[config.mk]
export PLATFORM = sky130hd
export DESIGN_NAME = flash_command_controller
export DESIGN_NICKNAME = d
export VERILOG_FILES = /design/src/rtl/signature_step.v /design/src/rtl/flash_command_controller.v
export VERILOG_INCLUDE_DIRS = /design/src /design/src/include
export SDC_FILE = /design/constraint.sdc
export NUM_CORES = 1
export LEC_CHECK = 0
export ABC_AREA = 1
export ABC_CLOCK_PERIOD_IN_PS = 23800
export BUFFER_PORTS_ARGS = -buffer_cell sky130_fd_sc_hd__buf_2
export CORE_ASPECT_RATIO = 1.25
export CORE_MARGIN = 5
export CORE_UTILIZATION = 50
export CTS_BUF_LIST = sky130_fd_sc_hd__clkbuf_8
export DETAILED_ROUTE_END_ITERATION = 10
export GPL_TIMING_DRIVEN = 0
export PLACE_DENSITY = 0.76
export SETUP_SLACK_MARGIN = 0.2
export SYNTH_ARGS = -nofsm -noshare
export SYNTH_HDL_FRONTEND = slang
export SYNTH_SLANG_ARGS = --single-unit
export TNS_END_PERCENT = 20
[constraint.sdc]
create_clock -name i_clk -period 23.8 [get_ports i_clk]
set_input_delay 4.76 -clock i_clk [delete_from_list [all_inputs] [get_ports i_clk]]
set_output_delay 4.76 -clock i_clk [all_outputs]
set_load 0.05 [all_outputs]
[src/include/flash_cmd_regs.vh]
`ifndef FLASH_CMD_REGS_VH
`define FLASH_CMD_REGS_VH

// Register block placement and decode
`define FC_BASE_ADDR      32'h40100000
`define FC_BASE_HI        24'h401000
`define FC_OFF_CMD        8'h00
`define FC_OFF_CFG        8'h04
`define FC_OFF_MASKED     8'h08
`define FC_OFF_MASK       8'h0C
`define FC_OFF_RAW        8'h10
`define FC_OFF_SIZE       8'h14
`define FC_OFF_ADDR       8'h18
`define FC_OFF_SIG        8'h24
`define FC_OFF_TRIM_A     8'h28
`define FC_OFF_TRIM_B     8'h2C
`define FC_OFF_TRIM_W     8'h30
`define FC_OFF_WORD0      8'h40
`define FC_OFF_WORD1      8'h44
`define FC_OFF_WORD2      8'h48
`define FC_OFF_WORD3      8'h4C

// Reset values
`define FC_RST_CMD        32'h00000000
`define FC_RST_CFG        32'h00000000
`define FC_RST_MASK       6'h3F
`define FC_RST_ADDR       32'h00000000
`define FC_RST_SIG        32'h0FFFFFFF
`define FC_RST_TRIM_A     32'h0B061515
`define FC_RST_TRIM_B     32'h0B156506
`define FC_RST_TRIM_W     32'h00000011
`define FC_RST_WORD       32'h0FFFFFFF

// Event flag positions
`define FC_EV_DONE        0
`define FC_EV_START       1
`define FC_EV_BUSY        2
`define FC_EV_ILL         3
`define FC_EV_MATCH       4
`define FC_EV_SLEEP       5

// Operation codes
`define FC_CMD_PAGE_ERASE 8'h11
`define FC_CMD_ALL_ERASE  8'h22
`define FC_CMD_PROG_ONE   8'h33
`define FC_CMD_PROG_ALL   8'h44
`define FC_CMD_VERIFY_ALL 8'h55
`define FC_CMD_PROG_MULTI 8'hCC

// Array request kinds
`define FC_ARR_READ       2'h0
`define FC_ARR_PROG       2'h1
`define FC_ARR_ERASE_PG   2'h2
`define FC_ARR_ERASE_ALL  2'h3

// Array geometry and signature
`define FC_LAST_WORD      16'hFFFF
`define FC_PAGE_MASK      16'hFE00
`define FC_SKIP_WORD      32'hFFFFFFFF
`define FC_SIG_SEED       32'hFFFFFFFF
`define FC_SIG_TAPS       32'h8000001B

`endif

[src/rtl/signature_step.v]
`timescale 1ns/1ps
`default_nettype none
`include "flash_cmd_regs.vh"

module signature_step
(
  input  wire [31:0] i_sig,    // current signature
  input  wire [31:0] i_word,   // word folded in
  output wire [31:0] o_sig     // next signature
);

  // Multiple-input shift register, feedback x32+x31+x4+x3+x1+1
  assign o_sig = {i_sig[30:0], 1'b0}
               ^ ({32{i_sig[31]}} & `FC_SIG_TAPS)
               ^ i_word;

endmodule // signature_step

`default_nettype wire

[src/rtl/flash_command_controller.v]
// Functional notes
// - Code 0x11 erases addressed page
// - Code 0x22 erases whole array
// - Code 0x33 programs one addressed word
// - Code 0x44 programs all words alike
// - Code 0x55 reads all, compare or sign
// - Code 0xCC bursts four, skipping all-ones
// - Bit0 done, bit1 started, write-one clears
// - Bit2 set on command while busy
// - Bit3 set on invalid command code when idle
// - Bit4 set when verify fully matched
// - Bit5 set while array is asleep
// - Six-bit mask, resets to all ones
// - Raw flags readable at 0x10
// - Masked flags at 0x08 drive interrupt
// - Program pointer auto-increments per word
// - Size register gives last usable address
// - Signature register holds verify result
// - Erase/program trims reset to documented
// - Wake-up trim resets to 0x11
// - Decode offsets from base 0x40100000
// - Signature polynomial, seeded all ones
// - Burst words at consecutive addresses
// - Started then done flags, cleared by one
`timescale 1ns/1ps
`default_nettype none
`include "flash_cmd_regs.vh"

module flash_command_controller
(
  input  wire        i_clk,         // system clock, 50 MHz
  input  wire        i_reset,       // async reset, active high
  input  wire        i_wb_cyc,      // bus cycle
  input  wire        i_wb_stb,      // bus strobe
  input  wire        i_wb_we,       // write enable
  input  wire [31:0] i_wb_adr,      // byte address
  input  wire [31:0] i_wb_dat,      // write data
  input  wire [3:0]  i_wb_sel,      // byte lanes
  output reg  [31:0] o_wb_dat,      // read data
  output wire        o_wb_ack,      // acknowledge
  output wire        o_irq,         // interrupt request
  output wire        o_arr_req,     // array request, held to ack
  output reg  [1:0]  o_arr_kind,    // array request kind
  output reg  [15:0] o_arr_addr,    // array word address
  output wire [31:0] o_arr_wdata,   // array program data
  output wire [31:0] o_trim_a,      // erase/program timing
  output wire [31:0] o_trim_b,      // erase/program timing
  output wire [31:0] o_trim_w,      // wake-up timing
  output wire [31:0] o_cfg,         // wrapper setup
  input  wire        i_arr_ack,     // array step finished, pulse
  input  wire [31:0] i_arr_rdata,   // array read data with ack
  input  wire        i_arr_asleep   // array not ready
);

  localparam ST_IDLE = 1'b0;
  localparam ST_RUN  = 1'b1;

  reg         ack_ff;
  reg         state_ff;
  reg  [7:0]  op_ff;
  reg  [16:0] cnt_ff;
  reg  [1:0]  slot_ff;
  reg         match_ff;
  reg  [31:0] cmd_ff;
  reg  [31:0] cfg_ff;
  reg  [5:0]  mask_ff;
  reg  [5:0]  raw_ff;
  reg  [31:0] addr_ff;
  reg  [31:0] sig_ff;
  reg  [31:0] trim_a_ff;
  reg  [31:0] trim_b_ff;
  reg  [31:0] trim_w_ff;
  reg  [31:0] word_ff [0:3];

  wire        hit;
  wire [7:0]  off;
  wire        wr;
  wire        busy;
  wire        cmd_wr;
  wire        code_ok;
  wire        is_mass;
  wire        is_burst;
  wire        skip;
  wire        step;
  wire        last;
  wire [31:0] sig_next;
  wire [31:0] wmask;
  reg  [5:0]  ev_set;
  reg  [5:0]  ev_clr;
  reg  [31:0] rd_val;
  integer     i;

  // Register decode above the base
  // base address decode
  assign hit = i_wb_adr[31:8] == `FC_BASE_HI;
  assign off = i_wb_adr[7:0];

  // Ack one cycle after the request; writes land on the acked edge
  assign o_wb_ack = ack_ff;
  assign wr       = i_wb_cyc & i_wb_stb & i_wb_we & ack_ff & hit;
  assign wmask    = {{8{i_wb_sel[3]}}, {8{i_wb_sel[2]}},
                     {8{i_wb_sel[1]}}, {8{i_wb_sel[0]}}};

  assign busy     = (state_ff == ST_RUN);
  assign cmd_wr   = wr & (off == `FC_OFF_CMD) & i_wb_sel[0];
  assign code_ok  = (i_wb_dat[31:8] == 24'h000000) &
                    ((i_wb_dat[7:0] == `FC_CMD_PAGE_ERASE) |
                     (i_wb_dat[7:0] == `FC_CMD_ALL_ERASE)  |
                     (i_wb_dat[7:0] == `FC_CMD_PROG_ONE)   |
                     (i_wb_dat[7:0] == `FC_CMD_PROG_ALL)   |
                     (i_wb_dat[7:0] == `FC_CMD_VERIFY_ALL) |
                     (i_wb_dat[7:0] == `FC_CMD_PROG_MULTI));

  assign is_mass  = (op_ff == `FC_CMD_PROG_ALL) |
                    (op_ff == `FC_CMD_VERIFY_ALL);
  assign is_burst = (op_ff == `FC_CMD_PROG_MULTI);
  // all-ones burst words are not programmed
  assign skip     = busy & is_burst & (word_ff[slot_ff] == `FC_SKIP_WORD);
  assign step     = busy & (skip | i_arr_ack);
  assign last     = is_mass ? (cnt_ff[15:0] == `FC_LAST_WORD) :
                    is_burst ? (slot_ff == 2'h3) : 1'b1;
  assign o_arr_req = busy & ~skip;

  // program data is the same word for the whole array
  // The slot counter also wraps during mass steps, so only bursts use it
  assign o_arr_wdata = is_burst ? word_ff[slot_ff] : word_ff[0];
  assign o_trim_a    = trim_a_ff;
  assign o_trim_b    = trim_b_ff;
  assign o_trim_w    = trim_w_ff;
  assign o_cfg       = cfg_ff;

  signature_step u_sig
  (
    .i_sig  (sig_ff),
    .i_word (i_arr_rdata),
    .o_sig  (sig_next)
  );

  // Array request kind and address
  always @*
  begin
    o_arr_kind = `FC_ARR_PROG;
    o_arr_addr = addr_ff[15:0];
    case (op_ff)
      // page address, row and word bits forced to zero
      `FC_CMD_PAGE_ERASE:
      begin
        o_arr_kind = `FC_ARR_ERASE_PG;
        o_arr_addr = addr_ff[15:0] & `FC_PAGE_MASK;
      end
      `FC_CMD_ALL_ERASE:
        o_arr_kind = `FC_ARR_ERASE_ALL;
      `FC_CMD_VERIFY_ALL:
      begin
        o_arr_kind = `FC_ARR_READ;
        o_arr_addr = cnt_ff[15:0];
      end
      `FC_CMD_PROG_ALL:
        o_arr_addr = cnt_ff[15:0];
      default:
        o_arr_kind = `FC_ARR_PROG;
    endcase
  end

  // Event sources and write-one clears
  always @*
  begin
    ev_set = 6'h00;
    ev_clr = 6'h00;
    // started flag when a command is taken
    ev_set[`FC_EV_START] = cmd_wr & ~busy & code_ok;
    ev_set[`FC_EV_DONE]  = step & last;
    ev_set[`FC_EV_BUSY]  = cmd_wr & busy;
    ev_set[`FC_EV_ILL]   = cmd_wr & ~busy & ~code_ok;
    // whole verify matched, including the last word
    ev_set[`FC_EV_MATCH] = step & last & (op_ff == `FC_CMD_VERIFY_ALL) &
                           match_ff & (i_arr_rdata == word_ff[0]);
    ev_set[`FC_EV_SLEEP] = i_arr_asleep;
    if (wr & i_wb_sel[0] &
        ((off == `FC_OFF_MASKED) | (off == `FC_OFF_RAW)))
    begin
      ev_clr = i_wb_dat[5:0];
    end
  end

  // Read mux
  always @*
  begin
    rd_val = 32'h00000000;
    case (off)
      `FC_OFF_CMD:    rd_val = cmd_ff;
      `FC_OFF_CFG:    rd_val = cfg_ff;
      `FC_OFF_MASKED: rd_val = {26'h0000000, raw_ff & mask_ff};
      `FC_OFF_MASK:   rd_val = {26'h0000000, mask_ff};
      `FC_OFF_RAW:    rd_val = {26'h0000000, raw_ff};
      `FC_OFF_SIZE:   rd_val = {16'h0000, `FC_LAST_WORD};
      `FC_OFF_ADDR:   rd_val = addr_ff;
      `FC_OFF_SIG:    rd_val = sig_ff;
      `FC_OFF_TRIM_A: rd_val = trim_a_ff;
      `FC_OFF_TRIM_B: rd_val = trim_b_ff;
      `FC_OFF_TRIM_W: rd_val = trim_w_ff;
      `FC_OFF_WORD0:  rd_val = word_ff[0];
      `FC_OFF_WORD1:  rd_val = word_ff[1];
      `FC_OFF_WORD2:  rd_val = word_ff[2];
      `FC_OFF_WORD3:  rd_val = word_ff[3];
      default:        rd_val = 32'h00000000;
    endcase
    if (!hit)
    begin
      rd_val = 32'h00000000;
    end
  end

  assign o_irq = |(raw_ff & mask_ff);

  // Bus slave timing
  always @(posedge i_clk or posedge i_reset)
  begin
    if (i_reset)
    begin
      ack_ff   <= 1'b0;
      o_wb_dat <= 32'h00000000;
    end
    else
    begin
      ack_ff <= i_wb_cyc & i_wb_stb & ~ack_ff;
      if (i_wb_cyc & i_wb_stb & ~ack_ff)
      begin
        o_wb_dat <= rd_val;
      end
    end
  end

  // Flags: a set in the clearing cycle wins
  always @(posedge i_clk or posedge i_reset)
  begin
    if (i_reset)
    begin
      raw_ff <= 6'h00;
    end
    else
    begin
      raw_ff <= (raw_ff & ~ev_clr) | ev_set;
    end
  end

  // Software registers
  always @(posedge i_clk or posedge i_reset)
  begin
    if (i_reset)
    begin
      cmd_ff    <= `FC_RST_CMD;
      cfg_ff    <= `FC_RST_CFG;
      mask_ff   <= `FC_RST_MASK;
      trim_a_ff <= `FC_RST_TRIM_A;
      trim_b_ff <= `FC_RST_TRIM_B;
      trim_w_ff <= `FC_RST_TRIM_W;
      for (i = 0; i < 4; i = i + 1)
      begin
        word_ff[i] <= `FC_RST_WORD;
      end
    end
    else if (wr)
    begin
      case (off)
        `FC_OFF_CMD:
          cmd_ff <= (cmd_ff & ~wmask) | (i_wb_dat & wmask);
        `FC_OFF_CFG:
          cfg_ff <= (cfg_ff & ~wmask) | (i_wb_dat & wmask);
        `FC_OFF_MASK:
          if (i_wb_sel[0])
          begin
            mask_ff <= i_wb_dat[5:0];
          end
        `FC_OFF_TRIM_A:
          trim_a_ff <= (trim_a_ff & ~wmask) | (i_wb_dat & wmask);
        `FC_OFF_TRIM_B:
          trim_b_ff <= (trim_b_ff & ~wmask) | (i_wb_dat & wmask);
        `FC_OFF_TRIM_W:
          trim_w_ff <= (trim_w_ff & ~wmask) | (i_wb_dat & wmask);
        `FC_OFF_WORD0:
          word_ff[0] <= (word_ff[0] & ~wmask) | (i_wb_dat & wmask);
        `FC_OFF_WORD1:
          word_ff[1] <= (word_ff[1] & ~wmask) | (i_wb_dat & wmask);
        `FC_OFF_WORD2:
          word_ff[2] <= (word_ff[2] & ~wmask) | (i_wb_dat & wmask);
        `FC_OFF_WORD3:
          word_ff[3] <= (word_ff[3] & ~wmask) | (i_wb_dat & wmask);
        default:
          cmd_ff <= cmd_ff;
      endcase
    end
  end

  // Program pointer: hardware advance beats a software write
  always @(posedge i_clk or posedge i_reset)
  begin
    if (i_reset)
    begin
      addr_ff <= `FC_RST_ADDR;
    end
    else if (step & ((op_ff == `FC_CMD_PROG_ONE) | is_burst))
    begin
      addr_ff <= addr_ff + 32'h00000001;
    end
    else if (wr & (off == `FC_OFF_ADDR))
    begin
      addr_ff <= (addr_ff & ~wmask) | (i_wb_dat & wmask);
    end
  end

  // Sequencer
  always @(posedge i_clk or posedge i_reset)
  begin
    if (i_reset)
    begin
      state_ff <= ST_IDLE;
      op_ff    <= 8'h00;
      cnt_ff   <= 17'h00000;
      slot_ff  <= 2'h0;
      match_ff <= 1'b0;
      sig_ff   <= `FC_RST_SIG;
    end
    else
    begin
      case (state_ff)
        ST_IDLE:
          // busy or invalid codes start nothing
          if (cmd_wr & code_ok)
          begin
            // single program begins at the pointer
            state_ff <= ST_RUN;
            op_ff    <= i_wb_dat[7:0];
            cnt_ff   <= 17'h00000;
            slot_ff  <= 2'h0;
            match_ff <= 1'b1;
            if (i_wb_dat[7:0] == `FC_CMD_VERIFY_ALL)
            begin
              sig_ff <= `FC_SIG_SEED;
            end
          end
        ST_RUN:
          if (step)
          begin
            if (op_ff == `FC_CMD_VERIFY_ALL)
            begin
              sig_ff <= sig_next;
              if (i_arr_rdata != word_ff[0])
              begin
                match_ff <= 1'b0;
              end
            end
            if (last)
            begin
              state_ff <= ST_IDLE;
            end
            cnt_ff  <= cnt_ff + 17'h00001;
            slot_ff <= slot_ff + 2'h1;
          end
        default:
          state_ff <= ST_IDLE;
      endcase
    end
  end

endmodule // flash_command_controller

`default_nettype wire

; After elaboration in Yosys (flattened, before gate mapping)
; Cells that the tools add are included.
[word_totals]
ff_bits = 426
elab_cells = 180
input_bits = 107
output_inout_bits = 213
[op_classes]
addsub = 3
order_cmp = 1
n_eq_ne = 37
bitwise = 67
reduce_logical = 19
mux = 33
[op_table]
columns = cell, count
row1 = 32-bit case mux with 15 select lines, 1
row2 = 32-bit AND, 11
row3 = 32-bit two-way mux, 10
row4 = 32-bit bitwise OR, 10
row5 = 32-bit binary-select mux with 2-bit select, 1
row6 = 8-bit by 6-bit == test with 1-bit output (second input constant), 8
row7 = 8-bit by 7-bit == test with 1-bit output (second input constant), 8
row8 = 32-bit case mux with 2 select lines, 1
row9 = 32-bit XOR, 2
row10 = 8-bit by 5-bit == test with 1-bit output (second input constant), 5
row11 = 17-bit two-way mux, 2
row12 = 17-bit case mux with 2 select lines, 1
row13 = 32-bit by 1-bit adder with 32-bit output (second input constant), 1
row14 = 32-bit == test, 1
row15 = 32-bit == test (second input constant), 1
row16 = 32-bit != test, 1
row17 = 32-bit inverter, 1
row18 = 16-bit case mux with 2 select lines, 1
row19 = 1-bit AND, 25
row20 = 24-bit by 23-bit == test with 1-bit output (second input constant), 1
row21 = 24-bit zero test, 1
row22 = 2-bit AND reduction, 11
row23 = 17-bit by 1-bit adder with 17-bit output (second input constant), 1
row24 = 16-bit == test (second input constant), 1
row25 = other kinds (25), 54

; Logic depth before layout (Yosys ltp)
; Gate-level depths: netlist of run 1.
[depth]
word_depth = 13
ltp_mapped = 18
mapped_depth_nobuf = 15

; Cells and area by module
; A second synthesis of run 1 with hierarchy kept.
[unflattened]
cells_unflattened = 2963
area_unflattened_um2 = 23009.6
[by_module_without_submodules]
columns = module, seq_area_each_um2, n_inst, area_each_um2, cells_per_inst
row1 = flash_command_controller, 10849.2, 1, 22635.5, 2902
row2 = signature_step, 0.0, 1, 374.1, 61

; Least setup slack after synthesis of run 1
; No wires, ideal clock.
[synth_timing]
path_kind = flip-flop to output port
from = reg slot_ff[0]
to = out o_arr_req
arrival_ns = 2.120
path_slack_ns = 16.920
n_path_buf = 2
stages_incl_launch_ff = 12
t_required_ns = 19.040
path_cell_list = dfrtp_1 > buf_4 > inv_2 > clkbuf_1 > nand2_1 > nand3_1 > nand2_1 > nand2_1 > nor2_1 > nand2_1 > nor2_2 > a31oi_1
[synth_between]
elab_chain_cells = 8
[synth_rtl]
columns = element, line_no
row1 = from (decl), flash_command_controller.v:62  ; reg [1:0] slot_ff;
row2 = from (signal assigned), flash_command_controller.v:358  ; slot_ff <= slot_ff + 2'h1;
row3 = 2-bit inverter with 3-bit output (implied by the code), flash_command_controller.v:118  ; assign skip = busy & is_burst & (word_ff[slot_ff] == `FC_SKIP_WORD);
row4 = 32-bit binary-select mux with 2-bit select, flash_command_controller.v:118
row5 = 32-bit two-way mux (implied by the code) (2 in series), flash_command_controller.v:118
row6 = 32-bit == test (no line), -
row7 = 1-bit AND, flash_command_controller.v:118
row8 = 1-bit inverter, flash_command_controller.v:122  ; assign o_arr_req = busy & ~skip;
row9 = 1-bit AND, flash_command_controller.v:122
row10 = to (decl), flash_command_controller.v:42  ; output wire o_arr_req,
; No other way between the ends. The select of a mux whose other input is x is not followed.

; Final worst setup path of run 1
[layout_timing]
from = reg state_ff (netlist: busy)
to = out o_arr_req
[layout_between]
elab_chain_cells = 4
[layout_rtl]
columns = element, line_no
row1 = from (decl), flash_command_controller.v:59  ; reg state_ff;
row2 = from (signal assigned), flash_command_controller.v:317  ; state_ff <= ST_IDLE;
row3 = from (signal assigned), flash_command_controller.v:332  ; state_ff <= ST_RUN;
row4 = from (signal assigned), flash_command_controller.v:355  ; state_ff <= ST_IDLE;
row5 = 1-bit AND (2 in series), flash_command_controller.v:118
row6 = 1-bit inverter, flash_command_controller.v:122
row7 = 1-bit AND *, flash_command_controller.v:122
; Every way passes the cells marked *; elsewhere a longest branch is shown, timed or not.

==> metrics, run 1 <==
Initial DRT Pass Iterations 7; Post-CTS Setup Repair Bufs 0; CTS sink cnt 425; post-synthesis xor/xnor area fraction 0.0365; DRT iter0 DRCs 3209; CTS tree built; Synth area leaders dfrtp_1 27%, dfstp_2 19%, nand2_1 14%; total congestion overflow 0; initial antenna violation count 6; mux share of post-synthesis cell area 0; chip width just over 200 um; worst path bufs/invs 4; DRC 0; Mapped Cells 3010; max_cap viols 0; overall routing resource usage 0.378; crit share post-route 0.353; Area growth syn-to-layout 17.3%; PortBufs 318; final net count 3515; Hold Crit Start o_wb_ack$_DFF_PP0_; Worst R2R Start o_wb_ack$_DFF_PP0_; Setup CP Type reg -> out; Initial Util 0.504; via count roughly 25000; R2R cell count 9; share of layout cells above drive strength 1 0.203; Routed WL 99500 um; sequential-to-total area share from yosys stat 0.466; root buffer cell clkbuf_8; Overall Power about 0.0015 W; maximum vdd ir drop 36.0 uV; CTS clk-pin slew, worst paths 60 ps; CTS Buffer Depth 3; die area about 50000 um2; first-pass GRT wire length ~150000 um; outcome completed; TNS Setup 0 ps; Pleak 13.1 nW; CP startpoint kind register; Clock Latency Late Sink 680 ps; Synth Area in Compound Gates 0.170; post-CTS sizing 0; crit-path max FO 10; Yosys top cell area share 0.273; register area 10800 um2; Hold Vio Cnt, Final 0; Post-synth ARST share 1.00; type of the most critical hold path reg -> reg; Slew Viols, Final 0; pin count of the biggest net entering global routing 127; Syn Area/Cell just under 8 um2; Post-synth top cells 877 x nand2_1, 362 x o21ai_0, 297 x inv_1, 254 x dfrtp_1, 176 x nor2_1; worst rel slew slack 0.0321; CP top delay family buffers and inverters; CTS Hold Bufs 0; DPL Wire Length ~76000 um; f_max 0.119 GHz; multi-input logic area 10600 um2; largest area contributor in the netlist dfrtp_1; skew final about 50 ps; H-tree depth 3; Rows 88; Die H 251 um; pwr dens 56.0 nW/um2; post-layout minimum cycle time 8400 ps; Hold Path Stages 1; routability congestion estimate 1.02; Antenna Nets Post-Route 0; flops & latches, synth about 430; I/O pin count 320; fin util 0.592; Fill cells 4503; RSZ-0062 raised after global routing no; critical path endpoint category output port; Synth Area in Simple Gates 0.247; Slowest cell on crit path clkbuf_1; max incr delay on CP 900 ps; R2R Setup Slk about 20000 ps; Synth Area in Adders 0.00161; count leader, synth nand2_1; Cell Area, Synth 23300 um2; ys flop type dfrtp_1; worst path arrival time 3640 ps; syn_nets between 3000 and 4000; wire length per cell between 20 and 25 um; vias in the first global route 23400; WP depth 5; Yosys cell types 50; clock buffer count from CTS 72; WHS Endpoint o_wb_ack$_DFF_PP0_; CP required 19040 ps; Setup Viol. Count Final 0; Worst-Margin Slew 1440 ps; core area 46100 um2; largest family of logic cells by synthesized area simple AND/OR/NAND/NOR gates; Synth warnings 0; most frequent CP cell clkbuf_1; CP Cell Sequence inv_1 -> clkbuf_1 -> clkbuf_1 -> a31oi_1 -> buf_2; Post-synth EDFFs 0; vias per cell 6.06
-- report_power, final --
| group | total, W | internal (W) | switching (W) | leakage [nW] |
|---|---|---|---|---|
| logic | 0.0000666 | 0.0000152 | 0.0000514 | 7.15 |
| clock network | 0.000738 | 0.000412 | 0.000326 | 0.915 |
| registers | 0.000724 | 0.000724 | 0.0000000675 | 5.07 |
| total | 0.00153 | 0.00115 | 0.000377 | 13.1 |
-- layout make-up --
class / count / area share
multi-input combinational: 2135 / 0.388
antenna: 3 / 0.000275
buffer: 143 / 0.0248
tap: 585 / 0.0268
sequential: 425 / 0.398
timing repair buffer: 321 / 0.0613
inverter: 307 / 0.0425
clock inverter: 38 / 0.0106
clock buffer: 95 / 0.0479
-- stage by stage --
step	setup slack (ps)	instance area, um2	std cells	hold slack (ps)
floorplan	7490	23300	3010	453
CTS	15570	27300	4049	467
detailed placement	15310	25700	3916	459
finish	15400	27300	4052	468
global route	15490	27300	4052	500
global placement	2670	25600	3913	453
-- layout by cell type (no fill, tap or decap), types with 95 or more instances in the layout --
master | Yosys | final
clkbuf_1 | 101 | 101
dfstp_2 | 171 | 171
dfrtp_1 | 254 | 254
o22ai_1 | 112 | 112
nor2_1 | 176 | 176
nand3_1 | 171 | 171
buf_2 | 21 | 339
nand2_1 | 877 | 877
clkbuf_8 | 0 | 95
inv_1 | 297 | 321
o21ai_0 | 362 | 362
-- worst max-delay path by stage --
stage / startpoint / endpoint
after detailed placement: i_wb_adr[1] / o_wb_dat[29]$_DFFE_PP0P_
after floorplan: i_reset / async pin
final: busy$_DFF_PP0_ / o_arr_req
after CTS: busy$_DFF_PP0_ / o_arr_req
after global placement: i_reset / o_wb_dat[20]$_DFFE_PP0P_
after global routing: busy$_DFF_PP0_ / o_arr_req
-- cells by family after synthesis --
group	after synthesis
compound gates	672
buf+inv	450
simple gates	1363
xor+xnor	97
flops	425
fa+ha+maj	3
-- metal layers --
metal,up-vias,wire (um),GRT usage
li1,10800,-,-
met1,11700,35900,0.468
met2,1600,45100,0.592
met3,412,9870,0.0702
met4,6,8690,0.281
met5,-,49,0
(Power assumes the default switching activity.)
==> run 2, diff against run 1 <==
--- a/config.mk
+++ b/config.mk
@@ -6,8 +6,8 @@
 export SDC_FILE = /design/constraint.sdc
 export NUM_CORES = 1
 export LEC_CHECK = 0
-export ABC_AREA = 1
-export ABC_CLOCK_PERIOD_IN_PS = 23800
+export ABC_AREA = 0
+export ABC_CLOCK_PERIOD_IN_PS = 8300
 export BUFFER_PORTS_ARGS = -buffer_cell sky130_fd_sc_hd__buf_2
 export CORE_ASPECT_RATIO = 1.25
 export CORE_MARGIN = 5
==> constraint.sdc (replaced) <==
create_clock -name i_clk -period 8.3 [get_ports i_clk]
set_input_delay 1.66 -clock i_clk [delete_from_list [all_inputs] [get_ports i_clk]]
set_output_delay 1.66 -clock i_clk [all_outputs]
set_load 0.05 [all_outputs]
==> run 2 against run 1 <==
Net effect:
- the run now ends with capacitance limit, slew limit left
- cell count shrank 28%
- critical path depth grew 1
- highest routed layer unchanged
- combinational power grew to 3.0 times the previous value
- die area shrank 5.1%
- global-route usage shrank 0.55 points
==> metrics, run 2 <==
outcome finished with violations; failing checks capacitance limit, slew limit; Die H 245 um; Synth area leaders dfrtp_1 29%, dfstp_2 20%, mux2_2 17%; Syn Area/Cell 11.7 um2; CP required about 6600 ps; die area 48400 um2; DPL Wire Length 67300 um; pin count of the biggest net entering global routing 45; DRC 0; initial antenna violation count 4; CTS Buffer Depth 3; Slew Viols, Final 30; RSZ-0062 raised after global routing no; sequential-to-total area share from yosys stat 0.493; worst path bufs/invs 3; WP depth 6; Setup CP Type reg -> out; R2R cell count 10; Mapped Cells 1884; commonest non-fill, non-tap cell in the layout buf_2; wire length per cell 31.7 um; CTS clk-pin slew, worst paths 70 ps; Pleak 12.0 nW; Cell Area, Synth 22000 um2; max_cap viols 3; PortBufs 319; syn_nets 1994; Routed WL between 90000 and 100000 um; type of the most critical hold path reg -> reg; core area 43800 um2; Rows 86; worst path arrival time 3920 ps; Post-CTS Setup Repair Bufs 0; crit-path max FO 10; Antenna Nets Post-Route 0; Initial Util 0.503; Yosys top cell area share 0.289; FF-to-FF End sig_ff[8]$_DFFE_PP1P_; Worst Setup EP o_arr_wdata[24]; total congestion overflow 0; DRT iter0 DRCs ~2700; post-CTS sizing 0; vias per cell 6.80; final net count 2398; Initial DRT Pass Iterations 9; CP startpoint op_ff[0]$_DFFE_PP0P_; f_max approximately 0.18 GHz; R2R Setup Slk between 4000 and 5000 ps; I/O pin count 320; CP startpoint kind register; first-pass GRT wire length 133000 um; clock buffer count from CTS 71; CTS Hold Bufs 0; overall routing resource usage 0.373; worst slack, placed 2720 ps; routability congestion estimate 1.01; maximum vdd ir drop 122 uV; worst setup margin 2720 ps; count leader, synth mux2_2; Yosys cell types 77; Clock Latency Late Sink 650 ps; worst rel slew slack -0.0225; Post-synth top cells 335 x mux2_2, 254 x dfrtp_1, 180 x nand2_1, 171 x dfstp_2, 117 x a22oi_1; Post-synth EDFFs 0; CTS tree built; Slowest cell on crit path buf_1; crit share post-route 0.672; CP Cell Sequence nor4bb_1 -> and3_1 -> clkbuf_1 -> buf_1 -> mux2_2 -> buf_2; Post-synth ARST share 1.00; H-tree depth 3; skew final between 30 and 40 ps; Hold Vio Cnt, Final 0; flops & latches, synth 425; Synth warnings 0; pwr dens between 150 and 200 nW/um2; post-layout minimum cycle time about 5600 ps; share of layout cells above drive strength 1 0.446; Worst R2R Start slot_ff[1]$_DFFE_PP0P_; Area growth syn-to-layout 18.4%; most frequent cells in the layout 343 x buf_2, 335 x mux2_2, 254 x dfrtp_1, 180 x nand2_1, 171 x dfstp_2; via count between 15000 and 20000; vias in the first global route 19600; ys flop type dfrtp_1; CTS sink cnt 425; root buffer cell clkbuf_8; TNS Setup 0 ps; largest area contributor in the netlist dfrtp_1; Setup Viol. Count Final 0; Worst-Margin Slew 1530 ps; CP top delay family buffers and inverters; chip width 198 um; critical path endpoint category output port; max incr delay on CP 790 ps
-- run 2: how the worst min path moves through the flow --
stage	from	endpoint	slack, ps	cells after the start
detailed placement	o_wb_dat[5]$_DFFE_PP0P_	o_wb_dat[5]$_DFFE_PP0P_	470	2
finish	o_wb_dat[4]$_DFFE_PP0P_	o_wb_dat[4]$_DFFE_PP0P_	480	2
global route	o_wb_dat[8]$_DFFE_PP0P_	o_wb_dat[8]$_DFFE_PP0P_	500	2
CTS	o_wb_dat[20]$_DFFE_PP0P_	o_wb_dat[20]$_DFFE_PP0P_	490	1
floorplan	raw_ff[3]$_DFF_PP0_	raw_ff[3]$_DFF_PP0_	460	2
global placement	o_wb_dat[7]$_DFFE_PP0P_	o_wb_dat[7]$_DFFE_PP0P_	460	2
-- run 2: worst reg2reg max path: cells and delay by family, from the launching register on --
kind / cells / cell delay, ps
buf+inv: 3 / 1280
mux: 1 / 450
flops: 1 / 370
compound gates: 2 / 400
simple gates: 4 / 1450
-- run 2: final cells by class --
type,count,area (um2)
multi-input combinational,1304,10500
inverter,25,97.6
clock buffer,87,1200
buffer,130,568
timing repair buffer,331,1820
fill,3680,17700
antenna,1,2.50
clock inverter,43,289
tap,572,716
sequential,425,10800
-- run 2: where the power goes --
| part | switching [W] | total (W) | internal [W] |
|---|---|---|---|
| clock | 0.000908 | 0.00198 | 0.00108 |
| sequential | 0.00000672 | 0.00209 | 0.00208 |
| combinational | 0.000142 | 0.000199 | 0.0000565 |
-- run 2: routing by layer --
layer,track usage,vias up,part of all wire
li1,-,7977,-
met1,0.478,9937,0.36
met2,0.575,1544,0.45
met3,0.0869,369,0.11
met4,0.225,6,0.074
met5,0,-,0.00039
-- run 2: per-stage QoR --
stage	total power [W]	instance area (um2)	hold slack (ps)	utilization	cells
floorplan	0.00221	22000	458	-	1884
global placement	0.00230	24300	461	0.556	2775
detailed placement	0.00232	24600	469	0.561	2787
CTS	0.00426	26100	485	0.595	2917
global route	0.00437	26100	497	0.595	2918
finish	0.00427	26100	482	0.595	2918
-- run 2: kinds of logic after synthesis --
family / after synthesis / synth area share
muxes: 377 / 0.209
xor gates and xnor gates: 77 / 0.0306
buffers and inverters: 155 / 0.0301
AOI/OAI and AO/OA: 390 / 0.130
and+or+nand+nor: 457 / 0.106
DFF: 425 / 0.493
adders and majority gates: 3 / 0.00170
